`src/include/wwd_pkg.sv`:
```
package wwd_pkg;
    localparam int ADDR_W = 8;
    localparam int DATA_W = 32;
    localparam int CNT_W = 24;
    localparam int ST_W = 4;

    localparam logic [ADDR_W-1:0] OFF_CTRL = 8'h00;
    localparam logic [ADDR_W-1:0] OFF_TIMEOUT = 8'h04;
    localparam logic [ADDR_W-1:0] OFF_WARN = 8'h08;
    localparam logic [ADDR_W-1:0] OFF_WINDOW = 8'h0c;
    localparam logic [ADDR_W-1:0] OFF_FEED = 8'h10;
    localparam logic [ADDR_W-1:0] OFF_COUNT = 8'h14;
    localparam logic [ADDR_W-1:0] OFF_STATUS = 8'h18;
    localparam logic [ADDR_W-1:0] OFF_CLEAR = 8'h1c;
    localparam logic [ADDR_W-1:0] OFF_IRQ_EN = 8'h20;

    localparam int CTRL_EN = 0;
    localparam int CTRL_FAULT_IRQ = 1;
    localparam int CTRL_WIN_EN = 2;

    localparam int ST_WARN = 0;
    localparam int ST_FEED_FAULT = 1;
    localparam int ST_WIN_FAULT = 2;
    localparam int ST_WD_RESET = 3;

    localparam logic [7:0] FEED_KEY1 = 8'haa;
    localparam logic [7:0] FEED_KEY2 = 8'h55;

    localparam logic [CNT_W-1:0] TIMEOUT_MIN = 24'h000100;
    localparam logic [CNT_W-1:0] TIMEOUT_RST = 24'hffffff;
    localparam logic [CNT_W-1:0] WARN_RST = 24'h000000;
    localparam logic [CNT_W-1:0] WINDOW_RST = 24'hffffff;
    localparam logic [1:0] PRESC_LAST = 2'h3;

    typedef struct packed {
        logic [ADDR_W-1:0] addr;
        logic [DATA_W-1:0] wdata;
        logic we;
        logic re;
    } wwd_req_s;

    typedef struct packed {
        logic en;
        logic fault_irq;
        logic win_en;
        logic [CNT_W-1:0] timeout;
        logic [CNT_W-1:0] warn;
        logic [CNT_W-1:0] window;
        logic [CNT_W-1:0] count;
        logic [1:0] presc;
        logic feed_armed;
        logic [ST_W-1:0] status;
        logic [ST_W-1:0] irq_en;
        logic [DATA_W-1:0] rdata;
        logic chip_rst;
        logic [2:0] rc_sync;
    } wwd_state_s;
endpackage

```
`src/core/wwd_windowed_watchdog.sv`:
```
// The strobed register port and the address map are this design's own decisions.
`timescale 1ns/100ps
module wwd_windowed_watchdog (
    input wire logic i_sys_clk,
    input wire logic i_srst,
    input wire logic i_por_rst,
    input wire logic i_internal_rc_oscillator,
    input wire wwd_pkg::wwd_req_s i_req,
    output logic [wwd_pkg::DATA_W-1:0] o_rdata,
    output logic o_irq,
    output logic o_chip_rst
);
    localparam wwd_pkg::wwd_state_s ST_RST = '{
        en: 1'b0,
        fault_irq: 1'b0,
        win_en: 1'b0,
        timeout: wwd_pkg::TIMEOUT_RST,
        warn: wwd_pkg::WARN_RST,
        window: wwd_pkg::WINDOW_RST,
        count: wwd_pkg::TIMEOUT_RST,
        presc: 2'h0,
        feed_armed: 1'b0,
        status: 4'h0,
        irq_en: 4'h0,
        rdata: 32'h0,
        chip_rst: 1'b0,
        rc_sync: 3'h0
    };

    wwd_pkg::wwd_state_s st;
    wwd_pkg::wwd_state_s next_st;

    logic rc_rise;
    logic step;
    logic feed_ok;
    logic ev_warn;
    logic ev_feed_fault;
    logic ev_win_fault;
    logic ev_timeout;
    logic fault;
    logic [wwd_pkg::ST_W-1:0] st_set;
    logic [wwd_pkg::ST_W-1:0] st_clr;

    function automatic logic [wwd_pkg::DATA_W-1:0] ext24(input logic [wwd_pkg::CNT_W-1:0] v);
        ext24 = {8'h00, v};
    endfunction

    function automatic logic [wwd_pkg::CNT_W-1:0] clamp_timeout(
        input logic [wwd_pkg::CNT_W-1:0] v);
        clamp_timeout = (v < wwd_pkg::TIMEOUT_MIN) ? wwd_pkg::TIMEOUT_MIN : v;
    endfunction

    function automatic logic [wwd_pkg::DATA_W-1:0] read_mux(
        input wwd_pkg::wwd_state_s s,
        input logic [wwd_pkg::ADDR_W-1:0] a);
        case (a)
            wwd_pkg::OFF_CTRL: read_mux = {29'h0, s.win_en, s.fault_irq, s.en};
            wwd_pkg::OFF_TIMEOUT: read_mux = ext24(s.timeout);
            wwd_pkg::OFF_WARN: read_mux = ext24(s.warn);
            wwd_pkg::OFF_WINDOW: read_mux = ext24(s.window);
            wwd_pkg::OFF_COUNT: read_mux = ext24(s.count);
            wwd_pkg::OFF_STATUS: read_mux = {28'h0, s.status};
            wwd_pkg::OFF_IRQ_EN: read_mux = {28'h0, s.irq_en};
            default: read_mux = 32'h0;
        endcase
    endfunction

    always_comb begin
        next_st = st;
        next_st.chip_rst = 1'b0;
        // two-flop sync of the rc clock, third stage for edge
        next_st.rc_sync = {st.rc_sync[1:0], i_internal_rc_oscillator};
        rc_rise = st.rc_sync[1] & ~st.rc_sync[2];
        step = st.en && rc_rise && (st.presc == wwd_pkg::PRESC_LAST);
        feed_ok = 1'b0;
        ev_warn = 1'b0;
        ev_feed_fault = 1'b0;
        ev_win_fault = 1'b0;
        ev_timeout = 1'b0;
        st_clr = 4'h0;

        if (i_req.we) begin
            case (i_req.addr)
                wwd_pkg::OFF_CTRL: begin
                    next_st.en = st.en | i_req.wdata[wwd_pkg::CTRL_EN];
                    next_st.fault_irq = i_req.wdata[wwd_pkg::CTRL_FAULT_IRQ];
                    next_st.win_en = i_req.wdata[wwd_pkg::CTRL_WIN_EN];
                    if (i_req.wdata[wwd_pkg::CTRL_EN] && !st.en) begin
                        next_st.count = st.timeout;
                        next_st.presc = 2'h0;
                    end
                end
                wwd_pkg::OFF_TIMEOUT: begin
                    next_st.timeout = clamp_timeout(i_req.wdata[wwd_pkg::CNT_W-1:0]);
                end
                wwd_pkg::OFF_WARN: begin
                    next_st.warn = i_req.wdata[wwd_pkg::CNT_W-1:0];
                end
                wwd_pkg::OFF_WINDOW: begin
                    next_st.window = i_req.wdata[wwd_pkg::CNT_W-1:0];
                end
                wwd_pkg::OFF_CLEAR: begin
                    st_clr = i_req.wdata[wwd_pkg::ST_W-1:0];
                end
                wwd_pkg::OFF_IRQ_EN: begin
                    next_st.irq_en = i_req.wdata[wwd_pkg::ST_W-1:0];
                end
                default: begin
                end
            endcase
        end

        // feed key pair must be two back-to-back accesses
        if (st.feed_armed && (i_req.we || i_req.re)) begin
            next_st.feed_armed = 1'b0;
            if (i_req.we && i_req.addr == wwd_pkg::OFF_FEED
                    && i_req.wdata[7:0] == wwd_pkg::FEED_KEY2) begin
                feed_ok = 1'b1;
            end else begin
                ev_feed_fault = st.en;
            end
        end else if (i_req.we && i_req.addr == wwd_pkg::OFF_FEED) begin
            if (i_req.wdata[7:0] == wwd_pkg::FEED_KEY1) begin
                next_st.feed_armed = 1'b1;
            end else begin
                ev_feed_fault = st.en;
            end
        end

        if (feed_ok && st.en) begin
            if (st.win_en && st.count > st.window) begin
                ev_win_fault = 1'b1;
            end else begin
                next_st.count = st.timeout;
                next_st.presc = 2'h0;
            end
        end else if (st.en && rc_rise) begin
            next_st.presc = st.presc + 2'h1;
            if (step) begin
                if (st.count == 24'h000000) begin
                    ev_timeout = 1'b1;
                end else begin
                    next_st.count = st.count - 24'h000001;
                    ev_warn = (st.count - 24'h000001) == st.warn;
                end
            end
        end

        fault = ev_feed_fault | ev_win_fault;
        if (ev_timeout || (fault && !st.fault_irq)) begin
            next_st.chip_rst = 1'b1;
            next_st.en = 1'b0;
        end
        if (fault && st.fault_irq) begin
            next_st.en = 1'b0;
        end

        st_set = 4'h0;
        st_set[wwd_pkg::ST_WARN] = ev_warn;
        st_set[wwd_pkg::ST_FEED_FAULT] = ev_feed_fault && st.fault_irq;
        st_set[wwd_pkg::ST_WIN_FAULT] = ev_win_fault && st.fault_irq;
        st_set[wwd_pkg::ST_WD_RESET] = next_st.chip_rst;
        next_st.status = (st.status & ~st_clr) | st_set;

        next_st.rdata = i_req.re ? read_mux(st, i_req.addr) : 32'h0;
    end

    always_ff @(posedge i_sys_clk) begin
        if (i_por_rst) begin
            st <= ST_RST;
        end else if (i_srst) begin
            st <= ST_RST;
            st.status[wwd_pkg::ST_WD_RESET] <= st.status[wwd_pkg::ST_WD_RESET];
        end else begin
            st <= next_st;
        end
    end

    assign o_rdata = st.rdata;
    assign o_chip_rst = st.chip_rst;
    assign o_irq = |(st.status & st.irq_en);
endmodule

```
`config.mk`:
```
export PLATFORM = sky130hd
export DESIGN_NAME = wwd_windowed_watchdog
export DESIGN_NICKNAME = d
export VERILOG_FILES = /design/src/include/wwd_pkg.sv /design/src/core/wwd_windowed_watchdog.sv
export SDC_FILE = /design/constraint.sdc
export NUM_CORES = 1
export LEC_CHECK = 0
export ABC_AREA = 1
export CORE_MARGIN = 10
export CORE_UTILIZATION = 30
export CTS_BUF_LIST = sky130_fd_sc_hd__clkbuf_16
export DETAILED_ROUTE_END_ITERATION = 8
export DONT_BUFFER_PORTS = 1
export GPL_TIMING_DRIVEN = 0
export PLACE_DENSITY = 0.42
export SYNTH_ARGS = -nofsm -noshare
export SYNTH_HDL_FRONTEND = slang
export SYNTH_SLANG_ARGS = --single-unit
```
`constraint.sdc`:
```
create_clock -name i_sys_clk -period 3.31 [get_ports i_sys_clk]
set_input_delay 0.662 -clock i_sys_clk [delete_from_list [all_inputs] [get_ports i_sys_clk]]
set_output_delay 0.662 -clock i_sys_clk [all_outputs]
set_load 0.03 [all_outputs]
```
# Word level (Yosys, flattened, before mapping)
# Index checks and enable logic that the tools add are counted.
# W data, S select, Z words.
[totals] word_cells=98 reg_bits=146 input_bits=46 out_inout_bits=34
[op_classes] addsub=2 n_bitwise=9 n_lt_le_gt_ge=2 n_eq_ne=12 n_mux=29 n_reduce_logical=29
[ops] cell="$pmux W24 S7" count=1
[ops] cell="$mux W26" count=6
[ops] cell="$mux W24" count=3
[ops] cell="$eq A8 B5 Y1 const B" count=4
[ops] cell="$eq A24 B24 Y1" count=1
[ops] cell="$gt A24 B24 Y1" count=1
[ops] cell="$logic_not A24 Y1" count=1
[ops] cell="$lt A24 B9 Y1 const B" count=1
[ops] cell="$sub A24 B1 Y24 const B" count=1
[ops] cell="$mux W1" count=17
[ops] cell="$eq A8 B4 Y1 const B" count=2
[ops] cell="$logic_and A1 B1 Y1" count=12
[ops] cell="$reduce_and A2 Y1" count=6
[ops] cell="$and A4 B4 Y4" count=2
[ops] cell="$eq A8 B3 Y1 const B" count=1
[ops] cell="$eq A8 B6 Y1 const B" count=1
[ops] cell="$eq A8 B7 Y1 const B" count=1
[ops] cell="$eq A8 B8 Y1 const B" count=1
[ops] cell="$logic_not A8 Y1" count=1
[ops] cell="$mux W4" count=2
[ops] cell="$reduce_or A4 Y1" count=2
[ops] cell="$reduce_or A3 Y1" count=2
[ops] cell="$not A4 Y4" count=1
[ops] cell="$or A4 B4 Y4" count=1
[ops] cell="8 further kinds" count=12

# Logic depth before layout (Yosys ltp)
# Gate-level depths: netlist of run 1.
[logic_depth] word_depth=12 mapped_depth=16 depth_no_buf=16

# Worst setup path after synthesis of run 1
# Ideal clock, no wire load.
[synth_path] path_type="input to register" from="input port i_req[41] (netlist bit)" to="register st[127] (netlist bit)" t_required_ns=3.184 path_slack_ns=1.345 t_arrival_ns=1.839 cell_stages=9 n_path_buf=1 setup_time_ns=0.126 path_cell_list="nor2_1 > nand2_1 > nor2_1 > inv_2 > nor4_4 > nand2_2 > buf_2 > o22ai_1 > nand2_1"
[synth_via] elab_chain_len=2
[synth_lines] item="from (decl)" line="wwd_windowed_watchdog.sv:8" text="input wire wwd_pkg::wwd_req_s i_req,"
[synth_lines] item="$eq A8 B3 Y1" line="wwd_windowed_watchdog.sv:83" text="case (i_req.addr)"
[synth_lines] item="$reduce_and A2 Y1 (no line)"
[synth_lines] item="to (signal assigned)" line="wwd_windowed_watchdog.sv:175" text="st <= next_st;"
[synth_lines] item="to (decl)" line="wwd_windowed_watchdog.sv:30" text="wwd_pkg::wwd_state_s st;"
# No other way between the ends.
# A chain may end at the register's enable or synchronous reset.

# Final worst setup path of run 1
[layout_path] from="register st[56] (netlist bit)" to="register st[67] (netlist bit)"
[layout_via] elab_chain_len=5
[layout_lines] item="$sub A24 B1 Y24 / $logic_not A24 Y1 (equally long branches)" line="wwd_windowed_watchdog.sv:143, wwd_windowed_watchdog.sv:140"
[layout_lines] item="$mux W24" line="wwd_windowed_watchdog.sv:140" text="if (st.count == 24'h000000) begin"
[layout_lines] item="$mux W24" line="wwd_windowed_watchdog.sv:139" text="if (step) begin"
[layout_lines] item="$mux W26" line="wwd_windowed_watchdog.sv:137" text="end else if (st.en && rc_rise) begin"
[layout_lines] item="$mux W26 *" line="wwd_windowed_watchdog.sv:130" text="if (feed_ok && st.en) begin"
# Every way passes the cells marked *; elsewhere a longest branch is shown, timed or not.

==> key figures, run 1 <==
Floorplan
  – Ports: 80
  – Die ar.: 34,920 um^2
  – Initial core utilization: 0.3024
  – Die Y: between 150 and 200 um
  – Site Rows: 61
  – Horiz. Die Dim: between 150 and 200 um
  – Core Footprint: 27,630 um^2

Cells and area
  – Fin util: 0.3432
  – Final std cells w/o fill: between 1,500 and 2,000
  – Share of post-route cells with drive strength above 1: 0.1025
  – Nets: 1,338
  – Area Growth Syn to Fin: 13.49%

Synth
  – Post-synth top area cell: dfxtp_1
  – Top post-synthesis cells by area: dfxtp_1 33%, nand2_1 13%, a21oi_1 7.2%
  – Number of synthesized flops with an enable pin: 0
  – Mapped Cells: 1,239
  – Ys Warns: 0
  – Async S/R FF share, synth: 0
  – Syn Std Cell Area: 8354 um^2
  – Unique masters post-synth: between 40 and 50
  – Synth top cells by count: 286 x nand2_1, 146 x inv_1, 138 x dfxtp_1
  – Mapped Avg Cell Area: 6.743 um^2
  – Yosys reg bits: 138
  – Synth Flop Type: dfxtp_1
  – Sequential area share after synthesis: 0.3307
  – Top-count cell post-synth: nand2_1
  – Share of the synthesized area in the top cell type: 0.3307

Power and ir drop
  – Sw Ratio: 0.2447
  – Pwr Density: a little over 400 nW/um^2
  – LEAKAGE: 4.214 nW
  – Pint: 0.002951 W
  – Psw: 0.0009560 W
  – Sequential share of power: 0.425
  – Gate power share: 0.030
  – Max VDD drop: ~0.00040 V
  – Clock Power Share: 0.545

STA
  – Final Hold Viols: 0
  – Final min period: between 2 and 3 ns
  – Worst Skew: 0.01679 ns
  – TNS Setup: 0 ns
  – Period utilisation layout: 0.9037
  – Slew Limit Headroom: 0.2277
  – Final setup vio count: 0
  – Setup ws final: 0.3188 ns
  – Least-Margin Pin Slew: 1.150 ns
  – Max Freq: 334.3 MHz
  – Max Slew Vio Count: 0
  – RSZ-0062 raised after global routing: false

Global routing
  – Grt total ovfl: 0
  – GRT Total Usage: 0.2115
  – First-pass GRT wire length: around 55 mm
  – Initial antenna violation count: 0
  – Vias in the first global route: 8,421
  – Largest net degree at the start of global routing: 17

Place
  – Pre-CTS WS: 0.3341 ns
  – GPL Wtd Cong: between 0.9 and 1
  – Port Buffer Count: 0
  – DP HPWL: 27.72 mm
  – Placed Cells: 1,624

Clock tree
  – Clock sink total: 138
  – Deepest clock path buffer count: 2
  – Worst-skew pair later-pin latency: 0.45 ns
  – Total CTS buffers: 17
  – # H-tree levels: 4
  – Post-cts sizing count: 0
  – Post-CTS Hold Buffers: 0
  – CTS tree: yes
  – Postcts setup bufs: 0
  – Clock transition at the registers of the reported paths: 0.07 ns
  – Root buffer cell: clkbuf_16

Critical path
  – CP max stage delay: 0.62 ns
  – Crit path kind: flip-flop to flip-flop
  – R2R Path End: st[67]$_SDFF_PP1_
  – Endpoint class of the critical path: flip-flop
  – Crit Path Max Fanout: 10
  – Startpoint types: flip-flop
  – Register-to-Register Path Depth: 12
  – Worst Path Required: approximately 3.6 ns
  – WP data arrival: approximately 3.3 ns
  – CP Cell Sequence: ha_1 > a21oi_1 > o21ai_0 > nand2_1 > nand2_1 > nand3_1 > nand3_1 > nand2_1 > clkbuf_1 > nand2_1 > nand3_1 > nand3_1
  – Slowest CP cell: clkbuf_1
  – R2R setup slack: 0.32 ns
  – Reg-to-reg startpoint: st[56]$_SDFF_PP1_

Drt
  – Final ANT Viol Nets: 0
  – Residual DRC: 0
  – Drt total wl: 37.47 mm
  – DR iter-0 viols: 778
  – Via density: 5.192
  – WL per Instance: 22.61 um
  – Drt first pass iters: 7
  – Vias: roughly 8,600

Min path
  – Hold path cells: 2
  – WHS Endpoint: next_st[1]$_SDFF_PP0_
  – Worst hold start: i_internal_rc_oscillator
  – HP Class: input port to flip-flop

Status
  – Status: finished clean

Flow run
  – Max-cap violations: 0
-- worst max-delay path, delay by kind of cell (launching register included) --
family / cells / cell delay, ns
and+or+nand+nor: 8 / 1.01
buffers and inverters: 1 / 0.62
DFF: 1 / 0.57
adders and majority gates: 1 / 0.32
AOI/OAI and AO/OA: 2 / 0.31
-- per-stage QoR --
| stage | power (W) | cell area [um^2] | hold WS (ns) |
|---|---|---|---|
| 2_1_floorplan | 0.001775 | 8381 | 0.3936 |
| 3_3_place_gp | 0.001815 | 8853 | 0.3955 |
| 3_5_place_dp | 0.001815 | 8853 | 0.4064 |
| 4_1_cts | 0.003931 | 9479 | 0.3246 |
| 5_1_grt | 0.004002 | 9479 | 0.3384 |
| 6_report | 0.003907 | 9482 | 0.3320 |
-- registers in the layout, summed over array words and instances (netlist names) --
signal and cells:
next_st 2, st 111, o_chip_rst 1, o_rdata 24
-- worst max path at each step --
stage	from	to	cells past startpoint
floorplan	i_req[41]	st[127]$_SDFFE_PP1P_	9
global placement	st[56]$_SDFF_PP1_	st[67]$_SDFF_PP1_	12
detailed placement	st[56]$_SDFF_PP1_	st[67]$_SDFF_PP1_	12
CTS	st[56]$_SDFF_PP1_	st[67]$_SDFF_PP1_	12
global route	st[56]$_SDFF_PP1_	st[69]$_SDFF_PP1_	12
finish	st[56]$_SDFF_PP1_	st[67]$_SDFF_PP1_	12
-- cell families after synthesis --
family | Yosys count | share of synthesized area
simple gates | 514 | 0.2784
buf+inv | 239 | 0.1287
xor+xnor | 6 | 0.006290
compound gates | 314 | 0.2151
other cells | 1 | 0.0004489
fa+ha+maj | 27 | 0.04044
flops | 138 | 0.3307
-- routing by layer --
layer | GRT usage | share of wire
met5 | 0 | 0
met4 | 0.07289 | 0.023
met3 | 0.04027 | 0.068
met2 | 0.3332 | 0.45
met1 | 0.2827 | 0.45
-- power by group through the flow --
stage,registers (W),logic [W],clock network [W]
2_1_floorplan,0.00170,0.0000755,0
3_3_place_gp,0.00170,0.000115,0
3_5_place_dp,0.00170,0.000115,0
4_1_cts,0.00166,0.000115,0.00215
5_1_grt,0.00166,0.000125,0.00222
6_report,0.00166,0.000117,0.00213
-- layout make-up --
type,instances,area [um^2]
fill,3093,18150
multi-input combinational,869,4543
sequential,138,2763
inverter,155,581.8
buffer,84,493.0
tap,378,473.0
clock buffer,17,425.4
clock inverter,15,200.2
antenna,1,2.502
-- layout by cell type (no fill, tap or decap), types with 9 or more instances in the layout --
cell type / instances
dfxtp_1: 138
clkbuf_16: 17
o21ai_1: 12
buf_4: 37
nand2_1: 286
ha_1: 27
nand3_1: 90
a21oi_1: 121
buf_2: 19
o211ai_1: 38
o221ai_1: 12
clkbuf_1: 25
o22ai_1: 30
nor2_4: 10
nor2_1: 79
nand4_1: 11
inv_1: 148
o21ai_0: 82
inv_2: 9
Note: power is estimated with default switching activity, not from simulation.
==> run 2: changes to the inputs <==
--- a/config.mk
+++ b/config.mk
@@ -12,6 +12,7 @@
 export DETAILED_ROUTE_END_ITERATION = 8
 export DONT_BUFFER_PORTS = 1
 export GPL_TIMING_DRIVEN = 0
+export MAX_ROUTING_LAYER = met4
 export PLACE_DENSITY = 0.42
 export SYNTH_ARGS = -nofsm -noshare
 export SYNTH_HDL_FRONTEND = slang
==> key figures, run 2 (synthesis gave the netlist of run 1 again) <==
Critical path
  – Worst Path Required: 3.60 ns (about the same)
  – Startpoint types: flip-flop (unchanged)
  – Crit path kind: flip-flop to flip-flop (unchanged)
  – WP data arrival: 3.30 ns (was 3.28 ns)
  – CP Cell Sequence: ha_1 > a21oi_1 > o21ai_0 > nand2_1 > nand2_1 > nand3_1 > nand3_1 > nand2_1 > clkbuf_1 > nand2_1 > nand3_1 > nand3_1 (unchanged)
  – Crit Path Max Fanout: 10 (unchanged)
  – Slowest CP cell: clkbuf_1 (unchanged)
  – Cell family with most CP delay: simple AND/OR/NAND/NOR gates (unchanged)
  – Endpoint class of the critical path: flip-flop (unchanged)
  – WP buf/inv: 1 (unchanged)
  – CP max stage delay: 0.63 ns (was 0.62 ns)

STA
  – Final setup vio count: 0 (unchanged)
  – Worst Skew: 0.01553 ns (was 0.01679 ns)
  – Setup ws final: 0.3072 ns (was 0.3188 ns)
  – Least-Margin Pin Slew: 1.220 ns (was 1.150 ns)
  – Max Slew Vio Count: 0 (unchanged)
  – Final Hold Viols: 0 (unchanged)
  – RSZ-0062 raised after global routing: false (unchanged)
  – Max Freq: 333.0 MHz (was 334.3 MHz)
  – Slew Limit Headroom: 0.1807 (was 0.2277)
  – Period utilisation layout: 0.9072 (was 0.9037)
  – TNS Setup: 0 ns (unchanged)
  – Final min period: 3.003 ns (was 2.991 ns)

Floorplan
  – Die Y: 186.9 um (unchanged)
  – Horiz. Die Dim: 186.9 um (unchanged)
  – Initial core utilization: 0.3024 (unchanged)
  – Core Footprint: 27,630 um^2 (unchanged)
  – Die ar.: 34,920 um^2 (unchanged)
  – Ports: 80 (unchanged)
  – Site Rows: 61 (unchanged)

Clock tree
  – Post-CTS Hold Buffers: 0 (unchanged)
  – Post-cts sizing count: 0 (unchanged)
  – Clock sink total: 138 (unchanged)
  – # H-tree levels: 4 (unchanged)
  – Total CTS buffers: 17 (unchanged)
  – Clock transition at the registers of the reported paths: 0.07 ns (about the same)
  – Worst-skew pair later-pin latency: 0.45 ns (about the same)
  – Root buffer cell: clkbuf_16 (unchanged)
  – CTS tree: yes (unchanged)
  – Deepest clock path buffer count: 2 (unchanged)
  – Postcts setup bufs: 0 (unchanged)

Flow run
  – Max-cap violations: 0 (unchanged)

Drt
  – Drt total wl: 37.47 mm (unchanged)
  – Via density: 5.197 (was 5.192)
  – Vias: 8,611 (was 8,603)
  – DR iter-0 viols: 764 (was 778)
  – Residual DRC: 0 (unchanged)
  – WL per Instance: 22.61 um (unchanged)
  – Drt first pass iters: 6 (was 7)
  – Final ANT Viol Nets: 0 (unchanged)

Power and ir drop
  – Pwr Density: 412.2 nW/um^2 (was 412.1 nW/um^2)
  – Max VDD drop: 0.0004009 V (was 0.0004018 V)
  – LEAKAGE: 4.214 nW (unchanged)

Global routing
  – GRT Total Usage: 0.2174 (was 0.2115)
  – First-pass GRT wire length: 55.31 mm (was 55.32 mm)
  – Grt total ovfl: 0 (unchanged)
  – Initial antenna violation count: 0 (unchanged)
  – Largest net degree at the start of global routing: 17 (unchanged)
  – Vias in the first global route: 8,417 (was 8,421)

Cells and area
  – # fillers: 3,093 (unchanged)
  – Commonest non-fill, non-tap cell in the layout: nand2_1 (unchanged)
  – Area Growth Syn to Fin: 13.49% (unchanged)
  – Share of post-route cells with drive strength above 1: 0.1025 (unchanged)
  – Design area: 9482 um^2 (unchanged)
  – Nets: 1,338 (unchanged)
  – Max FFs per register: 111 (unchanged)
  – Most flops, register: st (unchanged)
  – Final std cells w/o fill: 1,657 (unchanged)
  – Most frequent cells in the layout: 286 x nand2_1, 148 x inv_1, 138 x dfxtp_1 (unchanged)

Status
  – Status: finished clean (unchanged)

Place
  – GPL Wtd Cong: 0.9251 (was 0.9094)
  – Port Buffer Count: 0 (unchanged)
  – Pre-CTS WS: 0.3341 ns (unchanged)
  – Placed Area: 8853 um^2 (unchanged)
  – DP HPWL: 27.72 mm (unchanged)
  – Placed Cells: 1,624 (unchanged)

Min path
  – HP Class: input port to flip-flop (unchanged)
## run 2: layer usage
| metal | GRT usage | share of wire | vias to the layer above |
|---|---|---|---|
| li1 | - | - | 4171 |
| met1 | 0.2841 | 0.46 | 4107 |
| met2 | 0.3335 | 0.45 | 290 |
| met3 | 0.03784 | 0.066 | 43 |
| met4 | 0.07196 | 0.021 | 0 |
| met5 | - | 0 | - |
## run 2: worst register-to-register path, cell delays in order, from the launching register on
cell and delay [ns]:
dfxtp_1 0.57, ha_1 0.32, a21oi_1 0.17, o21ai_0 0.14, nand2_1 0.08, nand2_1 0.08, nand3_1 0.08, nand3_1 0.14
nand2_1 0.30, clkbuf_1 0.63, nand2_1 0.14, nand3_1 0.13, nand3_1 0.07
## run 2: area by class of cell
| type | count | area, um^2 | share of cell area |
|---|---|---|---|
| antenna | 1 | 2.502 | 0.0002639 |
| buffer | 84 | 493.0 | 0.05199 |
| multi-input combinational | 869 | 4543 | 0.4792 |
| sequential | 138 | 2763 | 0.2914 |
| tap | 378 | 473.0 | 0.04988 |
| clock inverter | 15 | 200.2 | 0.02111 |
| inverter | 155 | 581.8 | 0.06136 |
| clock buffer | 17 | 425.4 | 0.04487 |
## run 2: worst paths after layout
| check | slack, ns | depth (start not counted) | startpoint | endpoint |
|---|---|---|---|---|
| worst max register to register | 0.31 | 12 | st[56]$_SDFF_PP1_ | st[67]$_SDFF_PP1_ |
| worst min register to register | 0.41 | 2 | next_st[1]$_SDFF_PP0_ | next_st[2]$_SDFF_PP0_ |
| worst min-delay path | 0.33 | 2 | i_internal_rc_oscillator | next_st[1]$_SDFF_PP0_ |
| worst max-delay path | 0.31 | 12 | st[56]$_SDFF_PP1_ | st[67]$_SDFF_PP1_ |
## run 2: metrics by stage
step / total power [W] / hold slack [ns] / util
after global routing: 0.004002 / 0.3380 / 0.3431
final: 0.003908 / 0.3310 / 0.3432
after floorplan: 0.001775 / 0.3936 / -
after global placement: 0.001815 / 0.3955 / 0.3204
after detailed placement: 0.001815 / 0.4064 / 0.3204
after CTS: 0.003931 / 0.3246 / 0.3431
## run 2: power breakdown
| group | internal (W) | switching, W | total (W) |
|---|---|---|---|
| clock | 0.00127 | 0.000864 | 0.00213 |
| sequential | 0.00166 | 0.000000860 | 0.00166 |
| combinational | 0.0000249 | 0.0000918 | 0.000117 |
| total | 0.00295 | 0.000957 | 0.00391 |
==> run 3: changes to the inputs <==
--- a/config.mk
+++ b/config.mk
@@ -13,7 +13,6 @@
 export DONT_BUFFER_PORTS = 1
 export GPL_TIMING_DRIVEN = 0
 export MAX_ROUTING_LAYER = met4
-export PLACE_DENSITY = 0.42
 export SYNTH_ARGS = -nofsm -noshare
 export SYNTH_HDL_FRONTEND = slang
 export SYNTH_SLANG_ARGS = --single-unit
==> key figures, run 3 (synthesis gave the netlist of run 1 again) <==
Drt
  – WL per Instance: 21.23 um (was 22.61 um)
  – Drt first pass iters: 8 (was 6)
  – DR iter-0 viols: 889 (was 764)
  – Final ANT Viol Nets: 0 (unchanged)
  – Vias: 8,802 (was 8,611)
  – Via density: 5.315 (was 5.197)
  – Drt total wl: 35.16 mm (was 37.47 mm)
  – Residual DRC: 0 (unchanged)

Clock tree
  – # H-tree levels: 4 (unchanged)
  – Worst-skew pair later-pin latency: 0.45 ns (about the same)
  – Post-cts sizing count: 0 (unchanged)
  – Clock sink total: 138 (unchanged)
  – Postcts setup bufs: 0 (unchanged)
  – Deepest clock path buffer count: 2 (unchanged)
  – CTS tree: yes (unchanged)
  – Post-CTS Hold Buffers: 0 (unchanged)
  – Total CTS buffers: 17 (unchanged)
  – Clock transition at the registers of the reported paths: 0.06 ns (was 0.07 ns)
  – Root buffer cell: clkbuf_16 (unchanged)

Global routing
  – Met1 GRT Util: 0.2570 (was 0.2841)
  – Largest net degree at the start of global routing: 17 (unchanged)
  – Met3 Usage GRT: 0.04698 (was 0.03784)
  – First-pass GRT wire length: 52.07 mm (was 55.31 mm)
  – Met2 Track Usage GR: 0.3041 (was 0.3335)
  – Vias in the first global route: 8,357 (was 8,417)
  – GRT Total Usage: 0.2016 (was 0.2174)
  – Most Crowded Layer GR: met2 (unchanged)
  – Initial antenna violation count: 0 (unchanged)
  – Grt total ovfl: 0 (unchanged)

Critical path
  – Cell family with most CP delay: simple AND/OR/NAND/NOR gates (unchanged)
  – Critical path depth: 12 (unchanged)
  – Endpoint class of the critical path: flip-flop (unchanged)
  – Crit path kind: flip-flop to flip-flop (unchanged)
  – Startpoint types: flip-flop (unchanged)
  – CP max stage delay: 0.53 ns (was 0.63 ns)
  – Slowest CP cell: clkbuf_1 (unchanged)
  – CP Cell Sequence: ha_1 > a21oi_1 > o21ai_0 > nand2_1 > nand2_1 > nand3_1 > nand3_1 > nand2_1 > clkbuf_1 > a21oi_1 > o21ai_0 > nand3_1 (was ha_1 > a21oi_1 > o21ai_0 > nand2_1 > nand2_1 > nand3_1 > nand3_1 > nand2_1 > clkbuf_1 > nand2_1 > nand3_1 > nand3_1)
  – WP data arrival: 3.14 ns (was 3.30 ns)
  – WP buf/inv: 1 (unchanged)
  – R2R setup slack: 0.47 ns (was 0.31 ns)
  – Reg-to-reg startpoint: st[56]$_SDFF_PP1_ (unchanged)
  – Crit Path Max Fanout: 10 (unchanged)
  – Crit path to: st[69]$_SDFF_PP1_ (was st[67]$_SDFF_PP1_)
  – Register-to-Register Path Depth: 12 (unchanged)
  – Worst Path Required: 3.61 ns (was 3.60 ns)
  – R2R Path End: st[69]$_SDFF_PP1_ (was st[67]$_SDFF_PP1_)
  – Critical Path Start: st[56]$_SDFF_PP1_ (unchanged)

Floorplan
  – Core Footprint: 27,630 um^2 (unchanged)
  – Die Y: 186.9 um (unchanged)
  – Horiz. Die Dim: 186.9 um (unchanged)
  – Initial core utilization: 0.3024 (unchanged)
  – Ports: 80 (unchanged)
  – Die ar.: 34,920 um^2 (unchanged)
  – Site Rows: 61 (unchanged)

Power and ir drop
  – Sw Ratio: 0.2468 (was 0.2449)
  – Psw: 0.0009413 W (was 0.0009569 W)
  – Sequential share of power: 0.436 (was 0.425)
  – LEAKAGE: 4.200 nW (was 4.214 nW)
  – Pwr Density: 403.3 nW/um^2 (was 412.2 nW/um^2)
  – Gate power share: 0.030 (about the same)
  – Pint: 0.002873 W (was 0.002951 W)
  – Max VDD drop: 0.0002455 V (was 0.0004009 V)
  – Clock Power Share: 0.534 (was 0.545)

STA
  – Final min period: 2.842 ns (was 3.003 ns)
  – RSZ-0062 raised after global routing: false (unchanged)
  – Slew Limit Headroom: 0.2144 (was 0.1807)
  – Final setup vio count: 0 (unchanged)
  – Period utilisation layout: 0.8586 (was 0.9072)
  – Worst Skew: 0.01473 ns (was 0.01553 ns)
  – Least-Margin Pin Slew: 1.169 ns (was 1.220 ns)
  – Final Hold Viols: 0 (unchanged)
  – Setup ws final: 0.4681 ns (was 0.3072 ns)
  – TNS Setup: 0 ns (unchanged)
  – Max Slew Vio Count: 0 (unchanged)
  – Max Freq: 351.9 MHz (was 333.0 MHz)

Cells and area
  – Nets: 1,338 (unchanged)
  – Design area: 9457 um^2 (was 9482 um^2)
  – Most flops, register: st (unchanged)
  – Max FFs per register: 111 (unchanged)
  – Final std cells w/o fill: 1,656 (was 1,657)
  – Share of post-route cells with drive strength above 1: 0.1025 (unchanged)
  – Antenna Cells: 0 (was 1)
  – Area Growth Syn to Fin: 13.19% (was 13.49%)
  – Commonest non-fill, non-tap cell in the layout: nand2_1 (unchanged)
  – Most frequent cells in the layout: 286 x nand2_1, 148 x inv_1, 138 x dfxtp_1 (unchanged)

Place
  – Placed Area: 8853 um^2 (unchanged)
  – Pre-CTS WS: 0.5952 ns (was 0.3341 ns)
  – Placed Cells: 1,624 (unchanged)
  – DP HPWL: 26.12 mm (was 27.72 mm)
  – GPL Wtd Cong: 1.000 (was 0.9251)
  – Port Buffer Count: 0 (unchanged)

Flow run
  – Max-cap violations: 0 (unchanged)

Status
  – Status: finished clean (unchanged)

Min path
  – HP Class: input port to flip-flop (unchanged)
run 3: cell count changes in the layout (fill, tap and decap cells not counted), sizes merged:
| cell | delta |
|---|---|
| bufinv | -1 |
| clkinv | +1 |
| clkinvlp | +1 |
| diode | -1 |
| inv | -1 |
run 3: layout make-up:
| class | count | area (um^2) |
|---|---|---|
| Clock inverter | 15 | 177.7 |
| Inverter | 155 | 581.8 |
| Multi-Input combinational cell | 869 | 4543 |
| Fill cell | 3123 | 18170 |
| Buffer | 84 | 493.0 |
| Tap cell | 378 | 473.0 |
| Sequential cell | 138 | 2763 |
| Clock buffer | 17 | 425.4 |
run 3: through the flow:
stage | util | total power (W) | hold slack (ns)
3_3_place_gp | 0.3204 | 0.001811 | 0.3979
3_5_place_dp | 0.3204 | 0.001812 | 0.4035
6_report | 0.3423 | 0.003814 | 0.3272
4_1_cts | 0.3423 | 0.003832 | 0.3196
2_1_floorplan | - | 0.001775 | 0.3936
5_1_grt | 0.3423 | 0.003909 | 0.3403
run 3: worst min path at each step:
stage | startpoint | to | slack [ns] | cells past startpoint
floorplan | next_st[1]$_SDFF_PP0_ | next_st[2]$_SDFF_PP0_ | 0.39 | 2
global placement | next_st[1]$_SDFF_PP0_ | next_st[2]$_SDFF_PP0_ | 0.40 | 2
detailed placement | next_st[1]$_SDFF_PP0_ | next_st[2]$_SDFF_PP0_ | 0.40 | 2
CTS | i_internal_rc_oscillator | next_st[1]$_SDFF_PP0_ | 0.32 | 2
global route | i_req[21] | st[90]$_SDFFE_PP1P_ | 0.34 | 2
finish | i_internal_rc_oscillator | next_st[1]$_SDFF_PP0_ | 0.33 | 2
run 3: power groups by stage:
| stage | logic, W | registers, W | clock network (W) |
|---|---|---|---|
| 5_1_grt | 0.000123 | 0.00166 | 0.00212 |
| 6_report | 0.000115 | 0.00166 | 0.00204 |
| 2_1_floorplan | 0.0000755 | 0.00170 | 0 |
| 3_3_place_gp | 0.000112 | 0.00170 | 0 |
| 4_1_cts | 0.000113 | 0.00166 | 0.00206 |
| 3_5_place_dp | 0.000112 | 0.00170 | 0 |
run 3: per-layer routing:
metal,part of all wire,up-vias
met4,0.033,0
met1,0.44,4147
li1,-,4172
met5,0,-
met3,0.085,91
met2,0.45,392
run 3: worst reg2reg max path, delay by kind of cell (launching register included):
kind	cells	cell delay, ns
and+or+nand+nor	6	0.74
AOI/OAI and AO/OA	4	0.61
buffers and inverters	1	0.54
DFF	1	0.49
adders and majority gates	1	0.32
